===== config.mk =====
export PLATFORM = sky130hd
export DESIGN_NAME = std_timer
export DESIGN_NICKNAME = d
export VERILOG_FILES = /design/src/rtl/std_timer_pkg.sv /design/src/rtl/std_timer.sv
export SDC_FILE = /design/constraint.sdc
export NUM_CORES = 1
export LEC_CHECK = 0
export BUFFER_PORTS_ARGS = -buffer_cell sky130_fd_sc_hd__buf_2
export CAP_MARGIN = 0
export CORE_MARGIN = 2
export CORE_UTILIZATION = 60
export DETAILED_ROUTE_END_ITERATION = 16
export PLACE_DENSITY = 0.9
export SLEW_MARGIN = 10
export SYNTH_ARGS = -nofsm -noshare
export SYNTH_HDL_FRONTEND = slang
export SYNTH_SLANG_ARGS = --single-unit

===== constraint.sdc =====
create_clock -name clk -period 4.85 [get_ports clk]
set_clock_uncertainty 0.15 [all_clocks]
set_input_delay 0.97 -clock clk [delete_from_list [all_inputs] [get_ports clk]]
set_output_delay 0.97 -clock clk [all_outputs]
set_load 0.01 [all_outputs]

===== src/rtl/std_timer_pkg.sv =====
package std_timer_pkg;

    // Register bus shape
    localparam int unsigned ADDR_W = 3;
    localparam int unsigned DATA_W = 8;

    // Register offsets
    localparam logic [2:0] OFF_CTRL0   = 3'h0;
    localparam logic [2:0] OFF_CTRL1   = 3'h1;
    localparam logic [2:0] OFF_CNT_LO  = 3'h2;
    localparam logic [2:0] OFF_CNT_HI  = 3'h3;
    localparam logic [2:0] OFF_CMPA_LO = 3'h4;
    localparam logic [2:0] OFF_CMPA_HI = 3'h5;
    localparam logic [2:0] OFF_FLAGS   = 3'h6;

    // Control 0 fields
    localparam int unsigned C0_PAUSE   = 7;
    localparam int unsigned C0_CKSEL_LO = 4;
    localparam int unsigned C0_ENABLE  = 3;
    localparam int unsigned C0_PCODE_LO = 0;

    // Control 1 fields
    localparam int unsigned C1_MODE_LO = 6;
    localparam int unsigned C1_PINF_LO = 4;
    localparam int unsigned C1_OUTCTL  = 3;
    localparam int unsigned C1_POL     = 2;
    localparam int unsigned C1_SWAP    = 1;
    localparam int unsigned C1_CCLR    = 0;

    // Flag register fields
    localparam int unsigned FL_MATCH_A = 0;
    localparam int unsigned FL_MATCH_P = 1;

    // Reset values
    localparam logic [7:0] RST_CTRL    = 8'h00;
    localparam logic [9:0] RST_CMPA    = 10'h000;
    localparam logic [9:0] RST_COUNT   = 10'h000;

    // Counter geometry
    localparam logic [10:0] PERIOD_STEP = 11'h080;
    localparam logic [10:0] FULL_COUNT  = 11'h400;

    typedef enum logic [1:0] {
        MODE_COMPARE = 2'b00,
        MODE_CAPTURE = 2'b01,
        MODE_PWM     = 2'b10,
        MODE_TIMER   = 2'b11
    } mode_type;

    typedef enum logic [1:0] {
        PINF_HOLD   = 2'b00,
        PINF_LOW    = 2'b01,
        PINF_HIGH   = 2'b10,
        PINF_TOGGLE = 2'b11
    } pin_function_type;

endpackage : std_timer_pkg


===== src/rtl/std_timer.sv =====
`timescale 1ns/1ps

module std_timer (
    input  wire logic                             clk,
    input  wire logic                             rst_n,
    input  wire logic                             ce,
    input  wire logic [std_timer_pkg::ADDR_W-1:0] addr,
    input  wire logic [std_timer_pkg::DATA_W-1:0] wrData,
    input  wire logic                             wrStrobe,
    input  wire logic                             rdStrobe,
    output logic      [std_timer_pkg::DATA_W-1:0] rdData,
    input  wire logic                             extClockPin,
    output logic                                  timerPin,
    output logic                                  timerPinOe
);
    import std_timer_pkg::*;

    typedef struct packed {
        logic [9:0] count;
        logic [7:0] presc;
        logic [7:0] ctrl0;
        logic [7:0] ctrl1;
        logic [9:0] cmpA;
        logic       flagA;
        logic       flagP;
        logic       enPrev;
        logic       pinLevel;
        logic       pinOut;
        logic       pinOe;
        logic [7:0] rdData;
        logic       sync1;
        logic       sync2;
        logic       sync3;
        logic       extLevel;
        logic       extPrev;
    } state_type;

    state_type s;
    state_type next_s;

    // Period or duty length for a 3-bit code; code 0 means the full range
    function automatic logic [10:0] periodOf(input logic [2:0] code);
        logic [10:0] len;
        len = PERIOD_STEP * {8'h00, code};
        if (code == 3'h0) begin
            len = FULL_COUNT;
        end
        return len;
    endfunction : periodOf

    // Configuration views
    logic             enable;
    logic             paused;
    logic [2:0]       ckSel;
    logic [2:0]       pCode;
    mode_type         mode;
    pin_function_type pinFn;
    logic             outCtl;
    logic             pol;
    logic             swap;
    logic             cclr;

    assign enable = s.ctrl0[C0_ENABLE];
    assign paused = s.ctrl0[C0_PAUSE];
    assign ckSel  = s.ctrl0[C0_CKSEL_LO +: 3];
    assign pCode  = s.ctrl0[C0_PCODE_LO +: 3];
    assign mode   = mode_type'(s.ctrl1[C1_MODE_LO +: 2]);
    assign pinFn  = pin_function_type'(s.ctrl1[C1_PINF_LO +: 2]);
    assign outCtl = s.ctrl1[C1_OUTCTL];
    assign pol    = s.ctrl1[C1_POL];
    assign swap   = s.ctrl1[C1_SWAP];
    assign cclr   = s.ctrl1[C1_CCLR];

    // Counter clock selection; slow internal sources come from one prescaler
    logic extRise;
    logic extFall;
    logic tick;

    assign extRise = s.extLevel & ~s.extPrev;
    assign extFall = ~s.extLevel & s.extPrev;

    always_comb begin
        case (ckSel)
            3'h0:    tick = (s.presc[1:0] == 2'h3);
            3'h1:    tick = 1'b1;
            3'h2:    tick = (s.presc[3:0] == 4'hf);
            3'h3:    tick = (s.presc[5:0] == 6'h3f);
            3'h6:    tick = extRise;
            3'h7:    tick = extFall;
            default: tick = (s.presc == 8'hff);
        endcase
    end

    // Match detection on the value the counter is about to take
    logic        enRise;
    logic        run;
    logic [10:0] nextCount;
    logic        aHit;
    logic        pHit;
    logic        singlePulse;
    logic [10:0] duty;
    logic        pwmActive;

    assign enRise      = enable & ~s.enPrev;
    assign run         = enable & ~paused & tick & ~enRise;
    assign nextCount   = {1'b0, s.count} + 11'h001;
    assign pHit        = run & (nextCount == periodOf(pCode));
    assign aHit        = run & (s.cmpA != RST_CMPA) & (nextCount == {1'b0, s.cmpA});
    assign singlePulse = (mode == MODE_PWM) & (pinFn == PINF_TOGGLE);
    assign duty        = swap ? periodOf(pCode) : {1'b0, s.cmpA};
    assign pwmActive   = ({1'b0, s.count} < duty);

    // One next-state process for registers, counter, flags and pin
    always_comb begin
        logic       clearCnt;
        logic       setA;
        logic       setP;
        logic       level;
        logic       actLevel;
        next_s = s;
        clearCnt = 1'b0;
        setA = 1'b0;
        setP = 1'b0;
        level = s.pinLevel;
        actLevel = outCtl;

        // Pin input: three stages, level accepted once stages two and three agree
        next_s.presc   = s.presc + 8'h01;
        next_s.sync1   = extClockPin;
        next_s.sync2   = s.sync1;
        next_s.sync3   = s.sync2;
        next_s.extPrev = s.extLevel;
        if (s.sync2 == s.sync3) begin
            next_s.extLevel = s.sync3;
        end

        // Software writes; flags clear by writing one
        if (wrStrobe) begin
            case (addr)
                OFF_CTRL0:   next_s.ctrl0 = wrData;
                OFF_CTRL1:   next_s.ctrl1 = wrData;
                OFF_CMPA_LO: next_s.cmpA[7:0] = wrData;
                OFF_CMPA_HI: next_s.cmpA[9:8] = wrData[1:0];
                OFF_FLAGS: begin
                    next_s.flagA = s.flagA & ~wrData[FL_MATCH_A];
                    next_s.flagP = s.flagP & ~wrData[FL_MATCH_P];
                end
                default: ;
            endcase
        end

        // Counter clearing and flag sources per mode
        case (mode)
            MODE_PWM: begin
                if (singlePulse) begin
                    setA = aHit;
                end else begin
                    clearCnt = swap ? aHit : pHit;
                    setA = aHit;
                    setP = pHit;
                end
            end
            MODE_COMPARE, MODE_TIMER: begin
                if (cclr) begin
                    clearCnt = aHit;
                    setA = aHit;
                end else begin
                    clearCnt = pHit;
                    setA = aHit;
                    setP = pHit;
                end
            end
            default: begin
                clearCnt = pHit;
            end
        endcase

        // Counter: zero on enable rise, hold when stopped or paused
        if (enRise) begin
            next_s.count = RST_COUNT;
        end else if (run && !(singlePulse && aHit)) begin
            next_s.count = clearCnt ? RST_COUNT : nextCount[9:0];
        end

        // Hardware sets win over a same-cycle software clear
        if (setA) begin
            next_s.flagA = 1'b1;
        end
        if (setP) begin
            next_s.flagP = 1'b1;
        end

        // Single pulse: pin edge starts, A match stops by dropping enable
        if (singlePulse) begin
            if (ckSel[0] ? extFall : extRise) begin
                next_s.ctrl0[C0_ENABLE] = 1'b1;
            end
            if (aHit) begin
                next_s.ctrl0[C0_ENABLE] = 1'b0;
            end
        end
        next_s.enPrev = enable;

        // Compare-mode pin level: outCtl on enable rise, then changes on A matches only
        if (enRise) begin
            level = outCtl;
        end else if (aHit) begin
            case (pinFn)
                PINF_LOW:    level = 1'b0;
                PINF_HIGH:   level = 1'b1;
                PINF_TOGGLE: level = ~s.pinLevel;
                default:     level = s.pinLevel;
            endcase
        end
        next_s.pinLevel = level;

        // Pin drive per mode; polarity applied last
        next_s.pinOe = 1'b1;
        case (mode)
            MODE_COMPARE: next_s.pinOut = level ^ pol;
            MODE_PWM: begin
                case (pinFn)
                    PINF_HOLD:   next_s.pinOut = ~actLevel ^ pol;
                    PINF_LOW:    next_s.pinOut = actLevel ^ pol;
                    PINF_HIGH:   next_s.pinOut = (pwmActive ? actLevel : ~actLevel) ^ pol;
                    default:     next_s.pinOut = (enable ? actLevel : ~actLevel) ^ pol;
                endcase
            end
            default: begin
                next_s.pinOut = 1'b0;
                next_s.pinOe  = 1'b0;
            end
        endcase

        // Read data answers in the following cycle only
        next_s.rdData = 8'h00;
        if (rdStrobe) begin
            case (addr)
                OFF_CTRL0:   next_s.rdData = s.ctrl0;
                OFF_CTRL1:   next_s.rdData = s.ctrl1;
                OFF_CNT_LO:  next_s.rdData = s.count[7:0];
                OFF_CNT_HI:  next_s.rdData = {6'h00, s.count[9:8]};
                OFF_CMPA_LO: next_s.rdData = s.cmpA[7:0];
                OFF_CMPA_HI: next_s.rdData = {6'h00, s.cmpA[9:8]};
                OFF_FLAGS:   next_s.rdData = {6'h00, s.flagP, s.flagA};
                default:     next_s.rdData = 8'h00;
            endcase
        end
    end

    // State register; clock enable freezes everything
    always_ff @(posedge clk or negedge rst_n) begin
        if (!rst_n) begin
            s <= '0;
        end else if (ce) begin
            s <= next_s;
        end
    end

    assign rdData     = s.rdData;
    assign timerPin   = s.pinOut;
    assign timerPinOe = s.pinOe;
endmodule : std_timer


==> results of run 1 <==
## layout by cell type (no fill, tap or decap), drive strengths merged, types with 11 or more instances in the layout
cell	Yosys	layout
o21ai	26	26
dfrtp	63	63
a21oi	31	31
nor2	36	36
mux2	27	27
xnor2	14	14
buf	22	28
inv	12	13
nand2b	18	18
nor3	11	11
ha	15	15
nand2	27	27
mux2i	11	11
nand3	12	12
## registers in the layout, indices dropped and copies added, names as in the netlist
name and count:
next_s 3, ckSel 3, cclr 1, s 35, timerPinOe 1, mode 2, pinFn 2, rdData 8
outCtl 1, enable 1, pol 1, paused 1, timerPin 1, pCode 3
## per-stage QoR
stage,std cells,cell area (um^2),utilization [%],setup WS (ps),hold slack [ps]
6_report,558,4659,67.83,1299,338.8
5_1_grt,558,4659,67.83,1076,354.5
4_1_cts,558,4659,67.83,1431,340.7
3_5_place_dp,542,4407,64.15,1419,321.6
3_3_place_gp,542,4407,64.15,1596,312.7
2_1_floorplan,451,4323,-,1848,295.7
## where the power goes
group	internal (W)	switching [W]
logic	0.000270	0.000308
clock network	0.000358	0.000224
registers	0.000637	0.000179
## layout make-up
cell class	instances	area, um^2
clock buffers	10	137.6
clock inverters	6	115.1
fillers	533	2210
inverters	13	48.80
multi-input cells	342	2516
flip-flops and latches	63	1577
well taps	96	120.1
repair buffers	28	145.1
## final timing paths
kind | startpoint | endpoint | slack [ps] | depth (start not counted)
worst max-delay path | s[53] | s[60] | 1300 | 8
worst min-delay path | rdData[4] | rdData[4] | 340 | 1
min in group asynchronous | rst_n | s[55] | 640 | 2
worst min register to register | rdData[4] | rdData[4] | 340 | 1
worst max register to register | s[53] | s[60] | 1300 | 8
max in group asynchronous | rst_n | s[49] | 3380 | 2
## logic make-up (layout without fill, tap and decap cells)
logic type,after synthesis,in the layout,synth area share [%]
and+or+nand+nor,147,147,19.04
AOI/OAI and AO/OA,118,118,18.78
muxes,39,39,10.10
DFF,63,63,36.47
adders and majority gates,15,15,4.342
xor gates and xnor gates,23,23,5.789
buffers and inverters,46,57,5.470
## metal layers
metal / GRT usage [%] / wire length, um / vias up / share of wire [%]
li1: - / - / 1656 / -
met1: 41.91 / 4604 / 1759 / 41
met2: 49.25 / 5323 / 166 / 48
met3: 6.343 / 816 / 27 / 7.4
met4: 11.57 / 353 / 0 / 3.2
met5: 0 / 0 / - / 0
## worst reg2reg max path: stages, from the launching register on
cell and delay [ps]:
dfrtp_1 570, ha_1 400, nand3_2 210, nor2_1 310, xnor3_1 310, nor4b_4 160, a2111oi_4 910, o21ai_0 240
a31oi_1 220
==> impl_metrics.yaml, run 1 <==
clock_tree:
  cts.clk_slew.worst_paths_ps: 80
  postCtsSetupBuffers: 0
  cts_resized: 0
  clk_latency_ps: 340
  hold_buffers: 0
  cts_buffers: 9
  ctsRootBufferMaster: "clkbuf_8"
  cts_tree: "yes"
  clock_sink_count: 63
  clockBufferDepth: 2
  cts_max_level: 3
critical_path:
  path_class: "flop to flop"
  end_kind: "flop"
  start_kind: "flop"
  crit_family: "compound AO/OA/AOI/OAI gates"
  max_stage_delay_ps: 910
  crit_arrival_ps: 3670
  crit_buf_inv: 0
  path_max_fanout: 16
  crit_slowest_cell: "a2111oi_4"
  path_cells: "ha_1, nand3_2, nor2_1, xnor3_1, nor4b_4, a2111oi_4, o21ai_0, a31oi_1"
  cp.required_ps: 4960
synthesis:
  yosys.area.top_type_share_pct: 36.47
  synth_seq_cells: 63
  syn_nets: 483
  synthCells: 451
  synth_edf_count: 0
  ys_seq_area_share_pct: 36.47
  yosysMostFrequentCell: "dfrtp_1"
  synthArstFlopShare_pct: 100.0
  synth-main-ff-cell: "dfrtp_1"
  synth_warnings: 0
  synth_largest_area_cell: "dfrtp_1"
  netlist_area_um2: 4323
  ys_types: 73
  postSynthAreaPerCell_um2: 9.585
  yosys-top-cells-count: "63 x dfrtp_1, 34 x nor2_1, 30 x a21oi_1, 27 x nand2_1, 26 x mux2_2"
  synth.area.top_cells: "dfrtp_1 36%, mux2_2 6.8%, ha_1 4.3%"
timing:
  fin_crit_ps: 3551
  rsz0062_at_grt: "false"
  period_share_pct: 73.21
  max_freq_ghz: 0.2816
  slew_violations: 0
  finalSetupViolCount: 0
  tightest_slew_ps: 1144
  fin_setup_tns_ps: 0
  hold_viol_final: 0
  slew-limit-headroom_pct: 23.17
global_route:
  grt_start_max_net_pins: 64
  grt_usage_pct: 30.97
  overflow: 0
  grt_pass1_wl_um: 18410
  antenna_found_initial: 0
  grt_pass1_vias: 3583
detailed_routing:
  num_vias: 3608
  drt_iter0_drc: 305
  drc: 0
  detail-route-antenna-nets: 0
  avgRoutedWirePerCell_um: 19.89
  drtPass1Iterations: 5
  routed_via_density: 6.466
  drt_wl_total_um: 11100
finish:
  antennaDiodeCount: 0
  area_growth_pct: 7.786
  drive_gt1_share_pct: 19.70
  nNetsFinal: 489
placement:
  gp_congestion: 0.9547
  dp_hpwl_um: 8040
  port_buffers: 26
pwr:
  ir_drop_v: 0.0003470
  power_w: 0.001976
  power.density_nw_per_um2: 424.1
  p_leak_nw: 1.969
floorplanning:
  core_um2: 6869
  die_area_um2: 7900
  start_util_pct: 62.93
  ioPinCount: 27
  row_count: 30
  die_y_um: 88.88
  die_x_um: 88.88
hold_path:
  hold_path.class: "flop to flop"
run_status:
  status: "completed"
run:
  cap_violations: 0
Note: power is estimated with default switching activity, not from simulation.
==> run 2: changes to the inputs <==
Settings changed: ABC_AREA from default to 1.
Clock period 4.85 ns to 3.6 ns, I/O delays scaled along.
==> run 2 against run 1 <==
Effect of this change: first-iteration DRC count rose by 3.6%; power rose by 30%; die area fell by 4.3%; combinational power rose by 29%; clock power rose by 32%; sequential power rose by 31%; register-to-register slack got worse by 520 ps; global-route usage rose by 1.7 points; design area fell by 2.8%; area after synthesis fell by 4.5%; largest cell class unchanged; largest power group unchanged.
==> impl_metrics.yaml, run 2 <==
floorplanning:
  ioPinCount: 27
  die_y_um: 86.96
  die_x_um: 86.96
  start_util_pct: 61.45
  row_count: 30
  core_um2: 6719
  die_area_um2: 7561
clock_tree:
  clockBufferDepth: 2
  cts_buffers: 9
  cts.clk_slew.worst_paths_ps: 70
  hold_buffers: 0
  cts_resized: 0
  postCtsSetupBuffers: 0
  clock_sink_count: 63
  cts_tree: "yes"
  cts_max_level: 3
  clk_latency_ps: 340
  ctsRootBufferMaster: "clkbuf_8"
pwr:
  switchingPower_w: 0.0009528
  p_sw_share_pct: 36.98
  power_frac_seq_pct: 41.4
  ir_drop_v: 0.0003790
  p_leak_nw: 2.408
  power.density_nw_per_um2: 568.8
  intPower_w: 0.001624
  p_clk_share_pct: 29.7
  power.share.combinational_pct: 28.9
placement:
  gp_congestion: 1.026
  dp_hpwl_um: 8874
  port_buffers: 26
  pre_cts_ws_ps: 870.2
timing:
  fin_setup_tns_ps: 0
  finalSetupViolCount: 0
  hold_viol_final: 0
  slew-limit-headroom_pct: 38.63
  tightest_slew_ps: 920.5
  period_share_pct: 78.38
  max_freq_ghz: 0.3544
  rsz0062_at_grt: "false"
  slew_violations: 0
  fin_crit_ps: 2822
  layout_setup_ws_ps: 778.5
synthesis:
  synth_largest_area_cell: "dfrtp_1"
  synth.area.top_cells: "dfrtp_1 38%, nand2_1 15%, inv_1 7.4%"
  syn_nets: 600
  synth-main-ff-cell: "dfrtp_1"
  synthCells: 568
  netlist_area_um2: 4129
  synthArstFlopShare_pct: 100.0
  yosysMostFrequentCell: "nand2_1"
  postSynthAreaPerCell_um2: 7.269
  yosys.area.top_type_share_pct: 38.18
  ys_seq_area_share_pct: 38.18
  synth_seq_cells: 63
  synth_warnings: 0
  ys_types: 38
  yosys-top-cells-count: "163 x nand2_1, 81 x inv_1, 63 x dfrtp_1, 51 x o21ai_0, 40 x nand3_1"
  synth_edf_count: 0
detailed_routing:
  drtPass1Iterations: 5
  drt_iter0_drc: 316
  drc: 0
  num_vias: 3967
  routed_via_density: 5.860
  detail-route-antenna-nets: 0
  avgRoutedWirePerCell_um: 17.14
  drt_wl_total_um: 11610
critical_path:
  crit_family: "simple AND/OR/NAND/NOR gates"
  start_kind: "flop"
  cp.required_ps: 3730
  end_kind: "flop"
  crit_arrival_ps: 2950
  path_cells: "ha_1, nand2_2, nor2_1, nand3_1, nor3_2, nor2_1, nand4_1, nor2_2, nand4_2, nand2_1, nand2_1, nand2_2, nor2_4, nand3_1, nand2_1"
  crit_slowest_cell: "dfrtp_1"
  path_max_fanout: 11
  path_common_cell: "nand2_1"
  crit_buf_inv: 0
  max_stage_delay_ps: 520
  path_class: "flop to flop"
global_route:
  overflow: 0
  grt_usage_pct: 32.63
  grt_pass1_vias: 3656
  antenna_found_initial: 0
  grt_pass1_wl_um: 18550
  grt_start_max_net_pins: 41
finish:
  layout_commonest_cell: "nand2_1"
  multi_input_area_um2: 2136
  fillers: 593
  seqCellArea_um2: 1577
  area_growth_pct: 9.697
  top_register: "s"
  antennaDiodeCount: 0
  largest_reg_flops: 35
  drive_gt1_share_pct: 13.23
  nNetsFinal: 625
  layout_common_cells: "163 x nand2_1, 81 x inv_1, 63 x dfrtp_1"
hold_path:
  hold_path.class: "flop to flop"
run_status:
  status: "completed"
run:
  cap_violations: 0
## run 2: power by group through the flow
stage	clock network, W	registers (W)	logic (W)
floorplan	0	0.000992	0.000563
global placement	0	0.00106	0.000708
detailed placement	0	0.00106	0.000727
CTS	0.000776	0.00105	0.000734
global route	0.000801	0.00108	0.000854
finish	0.000766	0.00107	0.000745
## run 2: kinds of logic (layout without fill, tap and decap cells)
logic type / after synthesis / count (layout) / synth area share (%)
buffers and inverters: 99 / 128 / 10.09
AO/OA/AOI/OAI: 93 / 93 / 13.24
AND/OR/NAND/NOR: 287 / 287 / 31.61
XOR/XNOR: 11 / 11 / 2.333
adder cells (fa/ha/maj): 15 / 15 / 4.545
flip-flops: 63 / 63 / 38.18
## run 2: area by class of cell
type	count	share of cell area (%)
inverters	83	6.878
clock buffers	12	3.425
multi-input cells	406	47.15
well taps	80	2.210
clock inverters	3	1.989
flip-flops and latches	63	34.81
repair buffers	30	3.536
## run 2: per-layer routing
layer / share of wire [%] / track usage (%) / up-vias
met2: 44 / 46.98 / 201
met3: 10 / 7.299 / 20
met5: 0 / 0 / -
met4: 2.3 / 11.93 / 0
li1: - / - / 1894
met1: 44 / 48.02 / 1852
## run 2: worst paths after layout
check	from	endpoint	slack, ps	depth (start not counted)
max in group asynchronous	rst_n	pinFn[1]	2200	2
worst max register to register	s[54]	s[55]	780	15
worst min register to register	rdData[1]	rdData[1]	330	1
min in group asynchronous	rst_n	s[19]	360	1
worst min-delay path	rdData[1]	rdData[1]	330	1
worst max-delay path	s[54]	s[55]	780	15
## run 2: metrics by stage
stage / cell area [um^2] / power [W] / utilization, % / hold slack [ps] / std cells
after floorplan: 4129 / 0.001555 / - / 274.4 / 568
after global placement: 4284 / 0.001766 / 63.76 / 304.0 / 662
after detailed placement: 4284 / 0.001791 / 63.76 / 315.9 / 662
after CTS: 4529 / 0.002562 / 67.41 / 333.3 / 677
after global routing: 4529 / 0.002735 / 67.41 / 343.3 / 677
final: 4529 / 0.002576 / 67.41 / 329.2 / 677
